## config.mk

```make
export PLATFORM = sky130hd
export DESIGN_NAME = smsp_port
export DESIGN_NICKNAME = d
export VERILOG_FILES = /design/src/design/smsp_pkg.sv /design/src/design/smsp_port.sv
export SDC_FILE = /design/constraint.sdc
export NUM_CORES = 1
export LEC_CHECK = 0
export BUFFER_PORTS_ARGS = -buffer_cell sky130_fd_sc_hd__buf_2
export CAP_MARGIN = 0
export CORE_AREA = 4 4 78 80
export CTS_CLUSTER_SIZE = 24
export DETAILED_ROUTE_END_ITERATION = 7
export DIE_AREA = 0 0 82 84
export PLACE_DENSITY_LB_ADDON = 0.3
export RECOVER_POWER = 100
export SETUP_SLACK_MARGIN = 0.3
export SYNTH_ARGS = -nofsm -noshare
export SYNTH_HDL_FRONTEND = slang
export SYNTH_SLANG_ARGS = --single-unit
```

## constraint.sdc

```tcl
create_clock -name sys_clk -period 3.3 [get_ports sys_clk]
set_input_delay 0.99 -clock sys_clk [delete_from_list [all_inputs] [get_ports sys_clk]]
set_output_delay 0.99 -clock sys_clk [all_outputs]
set_load 0.1 [all_outputs]
```

## src/design/smsp_pkg.sv

```systemverilog
/*
  Shared constants and types of the serial master/slave port: register
  offsets, control field positions, reset values and pin carriers.
  Assumes it is compiled before every file that uses it.
*/
package smsp_pkg;

  // Register offsets on the core special-function port
  localparam logic [7:0] ADDR_DATA = 8'hf7;
  localparam logic [7:0] ADDR_CTRL = 8'hf8;

  // Reset values
  localparam logic [7:0] RST_DATA = 8'h00;
  localparam logic [7:0] RST_CTRL = 8'h04;

  // Control field positions
  localparam int BIT_DONE = 7;
  localparam int BIT_WRITE_COLLISION_FLAG = 6;
  localparam int BIT_ENABLE = 5;
  localparam int BIT_MASTER = 4;
  localparam int BIT_IDLE_LVL = 3;
  localparam int BIT_PHASE = 2;
  localparam int BIT_RATE_HI = 1;
  localparam int BIT_RATE_LO = 0;

  // Bits per transfer and clock edges per master burst
  localparam logic [3:0] BITS_PER_XFER = 4'h8;
  localparam logic [4:0] EDGES_PER_XFER = 5'h10;

  // Master engine state
  typedef enum logic {
    SMSP_IDLE,
    SMSP_RUN
  } smsp_state_type;

  // Levels seen on the shared pins
  typedef struct packed {
    logic sclk;
    logic mosi;
    logic miso;
    logic sel_n;
  } smsp_pin_in_type;

  // Drive values and enables toward the shared pins
  typedef struct packed {
    logic sclk_o;
    logic sclk_oe;
    logic mosi_o;
    logic mosi_oe;
    logic miso_o;
    logic miso_oe;
  } smsp_pin_out_type;

endpackage

```

## src/design/smsp_port.sv

```systemverilog
/*
  Byte-wide full-duplex serial port, master or slave, with its control and
  data registers on the core special-function port.
  Assumes pin inputs are asynchronous to sys_clk and that the pad logic
  resolves each pin from the drive value and enable given here.
*/
`timescale 1ns/1ns

// Functional notes
// RQ1 - Eight bits each way per transfer, most significant bit first.
// RQ2 - Master-in line is input as master, driven output as slave.
// RQ3 - Master-out line is driven as master, input as slave.
// RQ4 - Serial clock is driven as master, received as slave.
// RQ5 - One bit out and in per clock period, launch and capture on opposite edges.
// RQ6 - Slave shifts only while select is low; select ignored as master.
// RQ7 - External master frames each byte with select when phase is zero.
// RQ8 - As slave, control bit 0 reads back the select pin level.
// RQ9 - Done flag sets at transfer end; cleared by writing zero or reading data.
// RQ10 - Collision flag sets on data write during transfer; software clears it.
// RQ11 - Enable bit hands the shared pins to this port, else releases them.
// RQ12 - Control bit 4 selects master with clock output, else slave.
// RQ13 - Control bit 3 sets the clock idle level.
// RQ14 - Control bit 2 set launches on leading edge, cleared on trailing.
// RQ15 - Master rate bits divide core clock by 2, 4, 8 or 16.
// RQ16 - Master data write starts a burst of exactly eight clocks.
// RQ17 - Master ignores select input and drives no select.
// RQ18 - After eighth master clock, received byte goes to data register, flag sets.
// RQ19 - Slave data write loads the byte to send; shifts on incoming clocks.
// RQ20 - Slave latches byte after eighth clock, or on select rise with phase zero.
// RQ21 - Slave releases master-in line while select is high.
// RQ22 - A colliding data write leaves the running transfer untouched.
module smsp_port (
  input wire logic sys_clk,
  input wire logic nrst,
  input wire logic [7:0] sfr_addr,
  input wire logic sfr_wr,
  input wire logic sfr_rd,
  input wire logic [7:0] sfr_wdata,
  output logic [7:0] sfr_rdata,
  output logic pins_owned,
  input wire smsp_pkg::smsp_pin_in_type pin_in,
  output smsp_pkg::smsp_pin_out_type pin_out
);

  logic [5:0] cfg_ff;
  logic done_ff;
  logic write_collision_flag_ff;
  logic [7:0] data_ff;
  logic [7:0] tx_ff;
  logic [7:0] rx_ff;
  logic [7:0] rdata_ff;
  logic [3:0] bit_cnt_ff;
  logic [4:0] edge_cnt_ff;
  logic [3:0] div_cnt_ff;
  logic sclk_ff;
  smsp_pkg::smsp_state_type state_ff;
  logic [2:0] sync1_ff;
  logic [2:0] sync2_ff;
  logic sclk_last_ff;
  logic sel_last_ff;

  logic [7:0] ctrl;
  logic enable;
  logic master;
  logic idle_lvl;
  logic phase;
  logic [3:0] half_period;
  logic s_sclk;
  logic s_mosi;
  logic s_sel_n;
  logic selected;
  logic tick;
  logic lead_ev;
  logic trail_ev;
  logic sample_ev;
  logic launch_ev;
  logic done_ev;
  logic busy;
  logic wr_data;
  logic wr_ctrl;
  logic rd_data;
  logic sample_bit;
  logic [7:0] nxt_rx;

  // Control view; flags and settings sit in separate registers, one driver each
  assign ctrl = {done_ff, write_collision_flag_ff, cfg_ff};
  assign enable = ctrl[smsp_pkg::BIT_ENABLE];
  assign master = ctrl[smsp_pkg::BIT_MASTER]; // RQ12
  assign idle_lvl = ctrl[smsp_pkg::BIT_IDLE_LVL];
  assign phase = ctrl[smsp_pkg::BIT_PHASE];
  assign pins_owned = enable; // RQ11

  // Register port strobes
  assign wr_data = sfr_wr && (sfr_addr == smsp_pkg::ADDR_DATA);
  assign wr_ctrl = sfr_wr && (sfr_addr == smsp_pkg::ADDR_CTRL);
  assign rd_data = sfr_rd && (sfr_addr == smsp_pkg::ADDR_DATA);

  // Half a bit period in core clocks: 1, 2, 4 or 8
  assign half_period = 4'h1 << ctrl[smsp_pkg::BIT_RATE_HI:smsp_pkg::BIT_RATE_LO]; // RQ15

  // Pin synchronisers; only the second stage is read
  always_ff @(posedge sys_clk) begin
    if (!nrst) begin
      sync1_ff <= 3'h7;
      sync2_ff <= 3'h7;
    end else begin
      sync1_ff <= {pin_in.sclk, pin_in.mosi, pin_in.sel_n};
      sync2_ff <= sync1_ff;
    end
  end

  assign s_sclk = sync2_ff[2];
  assign s_mosi = sync2_ff[1];
  assign s_sel_n = sync2_ff[0];

  // Previous synchronised levels; reset matches the synchroniser, no false edge
  always_ff @(posedge sys_clk) begin
    if (!nrst) begin
      sclk_last_ff <= 1'b1;
      sel_last_ff <= 1'b1;
    end else begin
      sclk_last_ff <= s_sclk;
      sel_last_ff <= s_sel_n;
    end
  end

  // Slave listens only with select low; master never looks at it
  assign selected = enable && !master && !s_sel_n; // RQ6 RQ17

  // Master bit-rate divider reaches a clock edge
  assign tick = (state_ff == smsp_pkg::SMSP_RUN) && (div_cnt_ff == half_period - 4'h1);

  // Leading and trailing edges from either clock source
  always_comb begin
    lead_ev = 1'b0;
    trail_ev = 1'b0;
    if (master) begin
      lead_ev = tick && !edge_cnt_ff[0];
      trail_ev = tick && edge_cnt_ff[0];
    end else if (selected && (s_sclk != sclk_last_ff)) begin
      lead_ev = (sclk_last_ff == idle_lvl);
      trail_ev = (sclk_last_ff != idle_lvl);
    end
  end

  // Launch on one edge, capture on the other
  assign launch_ev = phase ? lead_ev : trail_ev; // RQ5 RQ14
  assign sample_ev = phase ? trail_ev : lead_ev; // RQ5 RQ14
  assign sample_bit = master ? pin_in.miso : s_mosi;
  assign nxt_rx = {rx_ff[6:0], sample_bit}; // RQ1

  // Transfer end for each mode
  always_comb begin
    done_ev = 1'b0;
    if (master) begin
      done_ev = tick && (edge_cnt_ff == smsp_pkg::EDGES_PER_XFER - 5'h01); // RQ16 RQ18
    end else if (enable && phase) begin
      done_ev = sample_ev && (bit_cnt_ff == smsp_pkg::BITS_PER_XFER - 4'h1); // RQ20
    end else if (enable) begin
      done_ev = s_sel_n && !sel_last_ff && (bit_cnt_ff == smsp_pkg::BITS_PER_XFER); // RQ20
    end
  end

  // A transfer is under way once bits are moving
  assign busy = master ? (state_ff == smsp_pkg::SMSP_RUN)
              : (!s_sel_n && bit_cnt_ff != 4'h0 && bit_cnt_ff != smsp_pkg::BITS_PER_XFER);

  // Master engine state; a mode change aborts a running burst
  always_ff @(posedge sys_clk) begin
    if (!nrst) begin
      state_ff <= smsp_pkg::SMSP_IDLE;
    end else if (!enable || !master) begin
      state_ff <= smsp_pkg::SMSP_IDLE;
    end else if (state_ff == smsp_pkg::SMSP_IDLE && wr_data) begin
      state_ff <= smsp_pkg::SMSP_RUN; // RQ16
    end else if (done_ev) begin
      state_ff <= smsp_pkg::SMSP_IDLE;
    end
  end

  // Divider and edge count of the master burst
  always_ff @(posedge sys_clk) begin
    if (!nrst) begin
      div_cnt_ff <= 4'h0;
      edge_cnt_ff <= 5'h00;
    end else if (state_ff != smsp_pkg::SMSP_RUN) begin
      div_cnt_ff <= 4'h0;
      edge_cnt_ff <= 5'h00;
    end else if (tick) begin
      div_cnt_ff <= 4'h0;
      edge_cnt_ff <= edge_cnt_ff + 5'h01; // RQ16
    end else begin
      div_cnt_ff <= div_cnt_ff + 4'h1;
    end
  end

  // Master clock rests at the idle level between bursts
  always_ff @(posedge sys_clk) begin
    if (!nrst) begin
      sclk_ff <= 1'b0;
    end else if (state_ff != smsp_pkg::SMSP_RUN) begin
      sclk_ff <= idle_lvl; // RQ13
    end else if (tick) begin
      sclk_ff <= !sclk_ff;
    end
  end

  // Captured bit count; a high select restarts the slave count
  always_ff @(posedge sys_clk) begin
    if (!nrst) begin
      bit_cnt_ff <= 4'h0;
    end else if (master ? (state_ff != smsp_pkg::SMSP_RUN) : s_sel_n) begin
      bit_cnt_ff <= 4'h0; // RQ6
    end else if (!master && phase && done_ev) begin
      bit_cnt_ff <= 4'h0; // Select may stay low between bytes
    end else if (sample_ev && bit_cnt_ff != smsp_pkg::BITS_PER_XFER) begin
      bit_cnt_ff <= bit_cnt_ff + 4'h1;
    end
  end

  // Outgoing byte: loaded only when idle so a collision leaves it intact
  always_ff @(posedge sys_clk) begin
    if (!nrst) begin
      tx_ff <= smsp_pkg::RST_DATA;
    end else if (wr_data && !busy) begin
      tx_ff <= sfr_wdata; // RQ19
    end else if (launch_ev && (!phase || bit_cnt_ff != 4'h0)) begin
      tx_ff <= {tx_ff[6:0], 1'b0}; // RQ1 RQ5
    end
  end

  // Incoming shift register
  always_ff @(posedge sys_clk) begin
    if (!nrst) begin
      rx_ff <= smsp_pkg::RST_DATA;
    end else if (sample_ev) begin
      rx_ff <= nxt_rx; // RQ19
    end
  end

  // Data register: software byte, replaced by the received byte at the end
  always_ff @(posedge sys_clk) begin
    if (!nrst) begin
      data_ff <= smsp_pkg::RST_DATA;
    end else if (done_ev) begin
      data_ff <= (sample_ev ? nxt_rx : rx_ff); // RQ18 RQ20
    end else if (wr_data && !busy) begin
      data_ff <= sfr_wdata; // RQ22
    end
  end

  // Configuration bits written by software
  always_ff @(posedge sys_clk) begin
    if (!nrst) begin
      cfg_ff <= smsp_pkg::RST_CTRL[5:0];
    end else if (wr_ctrl) begin
      cfg_ff <= sfr_wdata[5:0]; // RQ11 RQ12 RQ13 RQ14 RQ15
    end
  end

  // Done flag: hardware set wins over a clear in the same cycle
  always_ff @(posedge sys_clk) begin
    if (!nrst) begin
      done_ff <= smsp_pkg::RST_CTRL[smsp_pkg::BIT_DONE];
    end else if (done_ev) begin
      done_ff <= 1'b1; // RQ9
    end else if ((wr_ctrl && !sfr_wdata[smsp_pkg::BIT_DONE]) || rd_data) begin
      done_ff <= 1'b0; // RQ9
    end
  end

  // Collision flag: set by a busy write, cleared only by software
  always_ff @(posedge sys_clk) begin
    if (!nrst) begin
      write_collision_flag_ff <= smsp_pkg::RST_CTRL[smsp_pkg::BIT_WRITE_COLLISION_FLAG];
    end else if (wr_data && busy) begin
      write_collision_flag_ff <= 1'b1; // RQ10
    end else if (wr_ctrl && !sfr_wdata[smsp_pkg::BIT_WRITE_COLLISION_FLAG]) begin
      write_collision_flag_ff <= 1'b0; // RQ10
    end
  end

  // Read data registered one cycle after the strobe
  always_ff @(posedge sys_clk) begin
    if (!nrst) begin
      rdata_ff <= 8'h00;
    end else if (sfr_rd) begin
      if (sfr_addr == smsp_pkg::ADDR_DATA) begin
        rdata_ff <= data_ff;
      end else if (sfr_addr == smsp_pkg::ADDR_CTRL) begin
        rdata_ff <= master ? ctrl : {ctrl[7:1], s_sel_n}; // RQ8
      end else begin
        rdata_ff <= 8'h00;
      end
    end
  end

  assign sfr_rdata = rdata_ff;

  // Pin drive; every enable falls when the port gives up the pins
  always_comb begin
    pin_out.sclk_o = sclk_ff;
    pin_out.sclk_oe = enable && master; // RQ4 RQ11
    pin_out.mosi_o = tx_ff[7];
    pin_out.mosi_oe = enable && master; // RQ3
    pin_out.miso_o = tx_ff[7];
    pin_out.miso_oe = selected; // RQ2 RQ21
  end

endmodule
```

==> results of run 1 <==
[cell usage after synthesis (5+ instances only)]
cell type	instances	share of area [%]
sky130_fd_sc_hd__a21oi_1	14	2.4
sky130_fd_sc_hd__inv_1	8	1.0
sky130_fd_sc_hd__nand2_1	10	1.3
sky130_fd_sc_hd__clkbuf_1	9	1.1
sky130_fd_sc_hd__nand2b_1	11	2.3
sky130_fd_sc_hd__dfxtp_1	63	42
sky130_fd_sc_hd__mux2_2	18	6.8
sky130_fd_sc_hd__nor2b_1	24	5.0
sky130_fd_sc_hd__nand3_1	6	1.0
sky130_fd_sc_hd__a211oi_1	8	2.0
sky130_fd_sc_hd__mux2i_1	22	7.4
sky130_fd_sc_hd__nor2_1	24	3.0
sky130_fd_sc_hd__buf_4	5	1.3
sky130_fd_sc_hd__a222oi_1	8	2.7
sky130_fd_sc_hd__ha_1	5	2.1
sky130_fd_sc_hd__o21ai_0	22	3.7
[logic make-up (layout without fill, tap and decap cells)]
kind of cell	after synthesis	after routing	synth area share, %
compound gates	68	68	15.4
buf+inv	27	64	4.45
simple gates	102	102	19.8
fa+ha+maj	5	5	2.10
flops	63	63	42.3
xor+xnor	6	6	1.76
mux	40	40	14.2
[report_power, final]
group | leakage, uW | internal (uW) | switching (uW) | total (uW)
Sequential | 0.000509 | 765 | 2.56 | 767
Combinational | 0.000752 | 21.8 | 26.1 | 47.9
Clock | 0.000102 | 423 | 303 | 725
[metrics by stage]
stage                     total power [uW]  setup slack [ns]  utilization, %  cells
after detailed placement               832             0.673            58.7    404
after global routing                  1580             0.288            62.0    420
after CTS                             1550             0.597            62.6    420
final                                 1540             0.562            62.0    420
after floorplan                        808             0.305               -    311
after global placement                 831             0.770            58.7    404
[per-layer routing]
| layer | up-vias | GRT usage [%] | wire, um |
|---|---|---|---|
| met2 | 50 | 32.2 | 3180 |
| met1 | 1109 | 26.4 | 3050 |
| met4 | 0 | 10.7 | 170 |
| met3 | 16 | 4.97 | 240 |
| li1 | 1194 | - | - |
| met5 | - | 0 | 0 |
[worst max path at each step]
stage,endpoint,cells past startpoint,slack [ns],start
3_3_place_gp,tx_ff[3],7,0.77,sfr_addr[3]
5_1_grt,state_ff,6,0.29,cfg_ff[0]
4_1_cts,pin_out[0],2,0.60,cfg_ff[5]
3_5_place_dp,tx_ff[6],7,0.67,sfr_addr[5]
6_report,pin_out[0],2,0.56,cfg_ff[5]
2_1_floorplan,pin_out[4],2,0.30,cfg_ff[5]
[area by class of cell]
type                       instances  area share [%]
timing repair buffer              40            5.49
clock buffer                      10            3.81
clock inverter                     6            2.54
multi-input combinational        221            47.0
sequential                        63            37.6
inverter                           8           0.896
tap                               72            2.69
[sequential cells by signal, summed over array words and instances, names as in the netlist]
register	cells
data_ff	8
rx_ff	8
sfr_rdata	8
tx_ff	8
cfg_ff	6
edge_cnt_ff	5
bit_cnt_ff	4
div_cnt_ff	4
sync1_ff	3
sync2_ff	3
done_ff	1
sclk_ff	1
sclk_last_ff	1
sel_last_ff	1
state_ff	1
write_collision_flag_ff	1
==> flow_summary.ini, run 1 <==
[floorplanning]
die_height_um = 84
placementRows = 27
fp.dieArea_mm2 = 0.00689
core_area_mm2 = 0.00541
io_pins = 39
initial_core_util_pct = 55.1
fp.dieW_um = 82

[power_and_ir_drop]
power-per-cell-area_mw_per_mm2 = 459
peakVddDrop_v = 0.000341
p_leak_uw = 0.00136

[cts]
clock_tree.htree_level_count = 3
post_cts_setup_buffers = 0
cts.clk_slew.worst_paths_ns = 0.07
clock_tree.root_cell = sky130_fd_sc_hd__clkbuf_8
clkSinkCount = 63
ctsLongestPathBuffers = 2
cts_hold_buffers = 0
clk_latency_ns = 0.34
tritoncts = built
cts_inserted_buffers = 9
post_cts_resize_count = 0

[run_status]
status = finished, final reports clean

[timing]
skew_ns = 0.00668
fmax_mhz = 365
worst-slew-pin-transition_ns = 1.18
timing_hold_violations_final = 0
finalSetupViolations = 0
post-route-min-period_ns = 2.74
setup_repair_after_global_routing_missed_its_margin = no
fin_worst_hold_slack_ns = 0.406
totalNegativeSetupSlack_ns = 0
final_min_period_over_clock_period_pct = 83.0
slew_viol_final = 0
maxSlewHeadroom_pct = 21.4

[logic_synthesis]
synthFlopType = sky130_fd_sc_hd__dfxtp_1
synthesis.area_per_instance_um2 = 9.58
yosys_register_bits = 63
post_synth_edffs = 0
synth.distinct_cells = 47
synthArstFlopShare_pct = 0
syn-instance-count = 311
synth-seq-area-share_pct = 42.3
synth_warnings = 0
net_count_synth = 340
syn-cell-area_mm2 = 0.00298

[routing]
viasPerCell = 5.64
final_antenna_net_count = 0
detail_route.drc_violations = 0
finalWirelength_um = 6640
vias = 2369
number_of_iterations_in_the_first_detailed_routing_pass = 4
post_drt_wl_per_cell_um = 15.8
drtIter0Drc = 176

[layout]
stdcell_area_mm2 = 0.00335
nets = 372
antenna_cells = 0
num-fill-cells = 478
area.sequential_mm2 = 0.00126
layout-area-overhead-vs-synth_pct = 12.6
layout_commonest_cell = sky130_fd_sc_hd__dfxtp_1
mostFrequentLayoutCells = sky130_fd_sc_hd__dfxtp_1 (63), sky130_fd_sc_hd__nor2b_1 (24), sky130_fd_sc_hd__nor2_1 (24)
layout-drive-gt1-share_pct = 17.8
multi_input_area_mm2 = 0.00158

[placement]
place.detailed.hpwl_um = 4690
gpl.final_weighted_congestion = 0.869
post_dp_cell_area_mm2 = 0.00317
placement.io_buffers = 38

[critical_path]
critical_path_cell_by_cell = nor3b_1 -> clkbuf_2
worst_path_fanout_max = 6
r2r-start = cfg_ff[1]
worstPathBufferInverterCount = 1
critical-path-max-stage-delay_ns = 0.54
cp_data_required_time_ns = 2.31
worst-endpoint-arrival_ns = 1.75
cpLargestDelayFamily = buffers and inverters
rrSetupSlack_ns = 0.62
r2r_cells = 6
end_kind = output pin
crit_type = reg2out
critical-path-slowest-cell = sky130_fd_sc_hd__clkbuf_2
start_kind = flop
r2r_end = state_ff

[global_routing]
global_route_wire_length_before_repair_um = 11100
grt_remaining_overflow = 0
global_route.usage.total_pct = 20.8
first_global_vias = 2367
antenna_found_initial = 0
grt_max_degree = 32

[worst_hold_path]
worst_hold_launch = sync1_ff[1]
min_delay_worst_endpoint = sync2_ff[1]
min-delay-path-class = reg2reg
min_path_cells = 1

[run]
cap_viol_max_count = 0
Note: power is estimated with default switching activity, not from simulation.
==> run 2, diff against run 1 <==
CORE_AREA = 4 4 81 83   (was 4 4 78 80)
DIE_AREA = 0 0 85 87   (was 0 0 82 84)
clock period = 2.3 ns   (was 3.3 ns; I/O delays follow)
==> run 2 against run 1 <==
Against the previous run: global-route usage down 1.5 points; first-iteration DRC count increased by 7.4%; critical endpoint is now tx_ff[5]; critical path type is now reg2reg; final area is 8.4% higher; power up 31%; combinational power up 56%; highest routed layer unchanged.
==> flow_summary.ini, run 2 (synthesized netlist as in run 1, its figures left out) <==
[layout]
layout_commonest_cell = sky130_fd_sc_hd__dfxtp_1
layout-area-overhead-vs-synth_pct = 22.0
num-fill-cells = 505
multi_input_area_mm2 = 0.00172
mostFrequentLayoutCells = sky130_fd_sc_hd__dfxtp_1 (56), sky130_fd_sc_hd__nor2b_1 (24), sky130_fd_sc_hd__buf_2 (22)
nets = 386
antenna_cells = 0
area.sequential_mm2 = 0.00128
layout-drive-gt1-share_pct = 32.0

[routing]
final_antenna_net_count = 0
drtIter0Drc = 189
vias = 2490
number_of_iterations_in_the_first_detailed_routing_pass = 4
detail_route.drc_violations = 0
finalWirelength_um = 6810
viasPerCell = 5.70
post_drt_wl_per_cell_um = 15.6

[placement]
placement.io_buffers = 38
gpl.final_weighted_congestion = 0.806
place.detailed.hpwl_um = 4660

[timing]
slew_viol_final = 0
timing_hold_violations_final = 0
post-route-min-period_ns = 2.14
maxSlewHeadroom_pct = 52.2
totalNegativeSetupSlack_ns = 0
setup_repair_after_global_routing_missed_its_margin = yes
fmax_mhz = 466
skew_ns = 0.00784
finalSetupViolations = 0
worst-slew-pin-transition_ns = 0.716
final_min_period_over_clock_period_pct = 93.2

[cts]
clock_tree.root_cell = sky130_fd_sc_hd__clkbuf_8
cts_inserted_buffers = 9
clkSinkCount = 63
clock_tree.htree_level_count = 3
cts_hold_buffers = 0
clk_latency_ns = 0.33
cts.clk_slew.worst_paths_ns = 0.07
tritoncts = built
ctsLongestPathBuffers = 2

[critical_path]
worst-endpoint-arrival_ns = 2.39
start_kind = flop
critical_path_source = div_cnt_ff[2]
cp_data_required_time_ns = 2.55
rrSetupSlack_ns = 0.16
crit_end = tx_ff[5]
r2r_cells = 7
worst_path_fanout_max = 8
end_kind = flop
r2r_end = tx_ff[5]
r2r-start = div_cnt_ff[2]
crit_type = reg2reg

[global_routing]
global_route_wire_length_before_repair_um = 11300
first_global_vias = 2353
grt_max_degree = 47
grt_remaining_overflow = 0
global_route.usage.total_pct = 19.3
antenna_found_initial = 0

[power_and_ir_drop]
peakVddDrop_v = 0.000578
post-layout-total-power_uw = 2020
power-per-cell-area_mw_per_mm2 = 557
p_leak_uw = 0.00149

[floorplanning]
initial_core_util_pct = 50.9
core_area_mm2 = 0.00585
fp.dieW_um = 85
fp.dieArea_mm2 = 0.00740
placementRows = 28
io_pins = 39
die_height_um = 87

[run_status]
status = finished, final reports clean

[run]
cap_viol_max_count = 0

[worst_hold_path]
min-delay-path-class = reg2reg
worst_hold_launch = sync1_ff[1]
-- run 2: cell count changes in the layout (fill, tap and decap cells not counted), sizes merged --
cell	previous run	this run
clkbuf	26	29
clkinvlp	2	0
buf	24	37
bufinv	2	0
clkinv	2	4
-- run 2: final cells by class --
| class | instances | area share, % |
|---|---|---|
| clock inverters | 4 | 0.551 |
| clock buffers | 12 | 4.27 |
| inverters | 8 | 0.826 |
| well taps | 75 | 2.58 |
| repair buffers | 54 | 9.26 |
| multi-input cells | 221 | 47.3 |
| flip-flops and latches | 63 | 35.2 |
-- run 2: how the worst min path moves through the flow --
stage | to | slack (ns) | depth (start not counted)
final | sync2_ff[1] | 0.41 | 1
after global routing | sync2_ff[0] | 0.43 | 1
after CTS | sync2_ff[0] | 0.42 | 1
after detailed placement | sync2_ff[0] | 0.40 | 1
after global placement | sync2_ff[1] | 0.39 | 1
after floorplan | sync2_ff[0] | 0.39 | 1
-- run 2: worst max-delay path: stages, from the launching register on --
cell and delay, ns:
sky130_fd_sc_hd__dfxtp_4 0.36, sky130_fd_sc_hd__nor4b_4 0.27, sky130_fd_sc_hd__o31ai_2 0.10, sky130_fd_sc_hd__a2111o_1 0.42
sky130_fd_sc_hd__a22oi_2 0.13, sky130_fd_sc_hd__clkbuf_2 0.26, sky130_fd_sc_hd__mux2_1 0.37, sky130_fd_sc_hd__a211oi_2 0.15
-- run 2: repair_timing --
action                                  4_1_cts  5_1_grt
pin swaps                                     3        5
setup buffers                                 2        3
endpoints found under the setup margin       30       31
resized for setup                            40       17
gates cloned                                  0        0
hold endpoints to repair                      0        0
-- run 2: metal layers --
metal	GRT usage [%]	vias up	share of wire, %
li1	-	1214	-
met2	30.5	59	49
met3	4.35	12	3.9
met1	25.4	1205	45
met5	0	-	0
met4	8.06	0	2.0
-- run 2: power by group --
part           switching (uW)  leakage (uW)  internal [uW]
registers                3.13      0.000514           1090
logic                    41.3      0.000876           33.4
clock network             409     0.0000959            443
total                     453       0.00149           1570
-- run 2: metrics by stage --
stage	hold slack [ns]	util, %	setup WS, ns	instances	area, um2
after floorplan	0.386	-	0.209	311	3040
after global placement	0.390	56.3	0.123	416	3300
after detailed placement	0.398	56.3	0.0899	416	3300
after CTS	0.417	62.2	0.172	434	3640
after global routing	0.432	62.1	0.0501	437	3630
final	0.413	62.1	0.155	437	3630
==> run 3, diff against run 2 <==
ABC_AREA = 1   (was default)
CORE_AREA = 4 4 82 84   (was 4 4 81 83)
DIE_AREA = 0 0 86 88   (was 0 0 85 87)
==> run 3 against run 2 <==
Against the previous run: maximum frequency increased by 1.6%; synthesized area increased by 3.1%; clock power increased by 9.4%; clock skew about the same; sequential share of layout area decreased by 1.6 points; critical path depth decreased by 3; sequential cell count unchanged; register-to-register slack improved by 0.13 ns; hold slack improved by 0.0010 ns; setup slack improved by 0.034 ns; core utilization increased by 1.7 points; largest power group unchanged.
==> flow_summary.ini, run 3 <==
[critical_path]
critical-path-slowest-cell = sky130_fd_sc_hd__buf_2
end_kind = output pin
critical_path_cell_by_cell = buf_6 -> nand2_4 -> clkinvlp_4 -> buf_2
crit_type = reg2out
worstPathBufferInverterCount = 3
cpLargestDelayFamily = buffers and inverters
critical-path-max-stage-delay_ns = 0.42
worst_path_fanout_max = 5
cp_data_required_time_ns = 1.61
worst-endpoint-arrival_ns = 1.42
start_kind = flop

[logic_synthesis]
syn-instance-count = 397
yosys.area.top_type_share_pct = 41.0
netlist.top_cell.by_area = sky130_fd_sc_hd__dfxtp_1
synth-seq-area-share_pct = 41.0
ys_top_cells_by_count = sky130_fd_sc_hd__nand2_1 (93), sky130_fd_sc_hd__dfxtp_1 (63), sky130_fd_sc_hd__inv_1 (33)
synth.area.mux_share_pct = 0.326
synthMostInstantiatedCell = sky130_fd_sc_hd__nand2_1
combinational_family_with_the_most_area_after_synthesis = simple AND/OR/NAND/NOR gates
netlist_top_cells_area = sky130_fd_sc_hd__dfxtp_1 (41%), sky130_fd_sc_hd__nand2_1 (11%), sky130_fd_sc_hd__nand3_1 (4.9%), sky130_fd_sc_hd__a21oi_1 (4.2%), sky130_fd_sc_hd__inv_1 (4.0%)
synth_xor_xnor_area_share_pct = 2.00
post_synth_edffs = 0
synthFlopType = sky130_fd_sc_hd__dfxtp_1
synth_compound_area_share_pct = 12.8
net_count_synth = 426
syn-cell-area_mm2 = 0.00307
synthesis.area_per_instance_um2 = 7.74
yosys_register_bits = 63
synthArstFlopShare_pct = 0
synth.distinct_cells = 40
synth_simple_gate_area_share_pct = 33.3
post_synth_fa_ha_maj_area_fraction_pct = 2.04
synth_warnings = 0

[routing]
drtIter0Drc = 168
post_drt_wl_per_cell_um = 14.0
vias = 2824
finalWirelength_um = 7540
number_of_iterations_in_the_first_detailed_routing_pass = 4
detail_route.drc_violations = 0
viasPerCell = 5.23
final_antenna_net_count = 0

[timing]
fmax_mhz = 474
timing_hold_violations_final = 0
setup_repair_after_global_routing_missed_its_margin = yes
fin_worst_hold_slack_ns = 0.414
post-route-min-period_ns = 2.11
skew_ns = 0.00792
final_min_period_over_clock_period_pct = 91.7
maxSlewHeadroom_pct = 63.7
totalNegativeSetupSlack_ns = 0
slew_viol_final = 0
worst-slew-pin-transition_ns = 0.547
finalSetupViolations = 0

[floorplanning]
placementRows = 28
fp.dieW_um = 86
fp.dieArea_mm2 = 0.00757
core_area_mm2 = 0.00592
initial_core_util_pct = 51.9
die_height_um = 88
io_pins = 39

[cts]
tritoncts = built
ctsLongestPathBuffers = 2
clkSinkCount = 63
clock_tree.root_cell = sky130_fd_sc_hd__clkbuf_8
clock_tree.htree_level_count = 3
cts_inserted_buffers = 9
clk_latency_ns = 0.34
cts.clk_slew.worst_paths_ns = 0.07

[power_and_ir_drop]
gate_power_share_pct = 3.8
power_frac_seq_pct = 52.1
peakVddDrop_v = 0.000337
p_leak_uw = 0.00154
netSwitchingPower_uw = 481
power.share.switching_pct = 22.8
power.clock.fraction_pct = 44.1
power-per-cell-area_mw_per_mm2 = 559
power_report.internal_total_uw = 1630

[layout]
layout-area-overhead-vs-synth_pct = 22.9
nets = 489
layout_commonest_cell = sky130_fd_sc_hd__nand2_1
antenna_cells = 0
layout-drive-gt1-share_pct = 28.4
mostFrequentLayoutCells = sky130_fd_sc_hd__nand2_1 (89), sky130_fd_sc_hd__dfxtp_1 (59), sky130_fd_sc_hd__nor2_1 (32)

[global_routing]
grt_max_degree = 23
global_route_wire_length_before_repair_um = 12000
globalRouteMet3Util_pct = 5.93
global_route.usage.met1_pct = 26.6
first_global_vias = 2563
global_route.usage.total_pct = 20.4
grt-busiest-layer = met2
use_met2_pct = 32.1
antenna_found_initial = 0
grt_remaining_overflow = 0

[run_status]
status = finished, final reports clean

[run]
cap_viol_max_count = 0

[placement]
gpl.final_weighted_congestion = 0.865
place.detailed.hpwl_um = 5210
placement.io_buffers = 38

[worst_hold_path]
min-delay-path-class = reg2reg
==> run 3: changes by cell type in the layout (fill, tap and decap cells not counted), moves of 11 or more <==
| cell | change |
|---|---|
| sky130_fd_sc_hd__a21oi_1 | +12 |
| sky130_fd_sc_hd__nor2_1 | +13 |
| sky130_fd_sc_hd__inv_1 | +22 |
| sky130_fd_sc_hd__mux2i_1 | -18 |
| sky130_fd_sc_hd__nand2_1 | +79 |
| sky130_fd_sc_hd__nor2b_1 | -24 |
| sky130_fd_sc_hd__nand2b_1 | -11 |
| sky130_fd_sc_hd__mux2_2 | -11 |
| sky130_fd_sc_hd__nand3_1 | +23 |
==> run 3: power by group through the flow <==
| stage | logic [uW] | clock network, uW | registers (uW) |
|---|---|---|---|
| after floorplan | 38.6 | 0 | 1130 |
| final | 79.3 | 931 | 1100 |
| after global placement | 75.9 | 0 | 1120 |
| after detailed placement | 77.5 | 0 | 1120 |
| after global routing | 86.5 | 1000 | 1100 |
| after CTS | 78.4 | 948 | 1100 |
==> run 3: metrics by stage <==
step	cell area [um2]	std cells	utilization (%)	power (uW)	setup slack, ns
after floorplan	3120	397	-	1160	0.281
after global placement	3360	503	56.8	1200	0.232
after detailed placement	3360	503	56.8	1200	0.241
after CTS	3600	523	60.8	2130	0.263
after global routing	3780	540	63.8	2190	0.143
final	3780	540	63.8	2110	0.190
==> run 3: final timing paths <==
path	start	to	slack, ns	cells past startpoint
worst min-delay path	sync1_ff[1]	sync2_ff[1]	0.41	1
worst max register to register	cfg_ff[0]	data_ff[3]	0.29	14
worst max-delay path	cfg_ff[4]	pin_out[2]	0.19	4
worst min register to register	sync1_ff[1]	sync2_ff[1]	0.41	1
==> run 3: final cells by class <==
type,count,area (um2)
Fill cell,505,2140
Timing Repair Buffer,65,412
Clock buffer,13,179
Tap cell,75,93.8
Inverter,43,168
Sequential cell,63,1270
Clock inverter,3,15.0
Multi-Input combinational cell,278,1640
==> run 3: worst reg2reg max path, cell delays in order (launching register included) <==
cell and delay (ns):
sky130_fd_sc_hd__dfxtp_1 0.37, sky130_fd_sc_hd__inv_2 0.06, sky130_fd_sc_hd__nand2_1 0.08, sky130_fd_sc_hd__nand2_2 0.05, sky130_fd_sc_hd__nor2_1 0.17, sky130_fd_sc_hd__nand3_4 0.14
sky130_fd_sc_hd__nor2_8 0.15, sky130_fd_sc_hd__nand3_4 0.09, sky130_fd_sc_hd__nand3_4 0.15, sky130_fd_sc_hd__nand3_4 0.10, sky130_fd_sc_hd__nand3_4 0.17, sky130_fd_sc_hd__buf_6 0.15
sky130_fd_sc_hd__nand3_1 0.06, sky130_fd_sc_hd__nand2_1 0.09, sky130_fd_sc_hd__a21oi_1 0.07
==> run 3: timing repair <==
action                     CTS  global route
hold buffers                 0             0
buffers inserted             4            15
resized for setup            5            20
cloned                       0             2
pin swaps                    1            12
setup endpoints to repair    7            24
==> run 3: cells by family (layout without fill, tap and decap cells) <==
group           Yosys count  in the layout
flops                    63             63
mux                       1              1
buf+inv                  58            124
compound gates           65             65
simple gates            198            200
fa+ha+maj                 5              5
xor+xnor                  7              7
==> run 3: layer usage <==
| metal | vias up | share of wire, % |
|---|---|---|
| met5 | - | 0 |
| met4 | 0 | 1.7 |
| met3 | 10 | 5.9 |
| met2 | 67 | 48 |
| met1 | 1313 | 44 |
| li1 | 1434 | - |
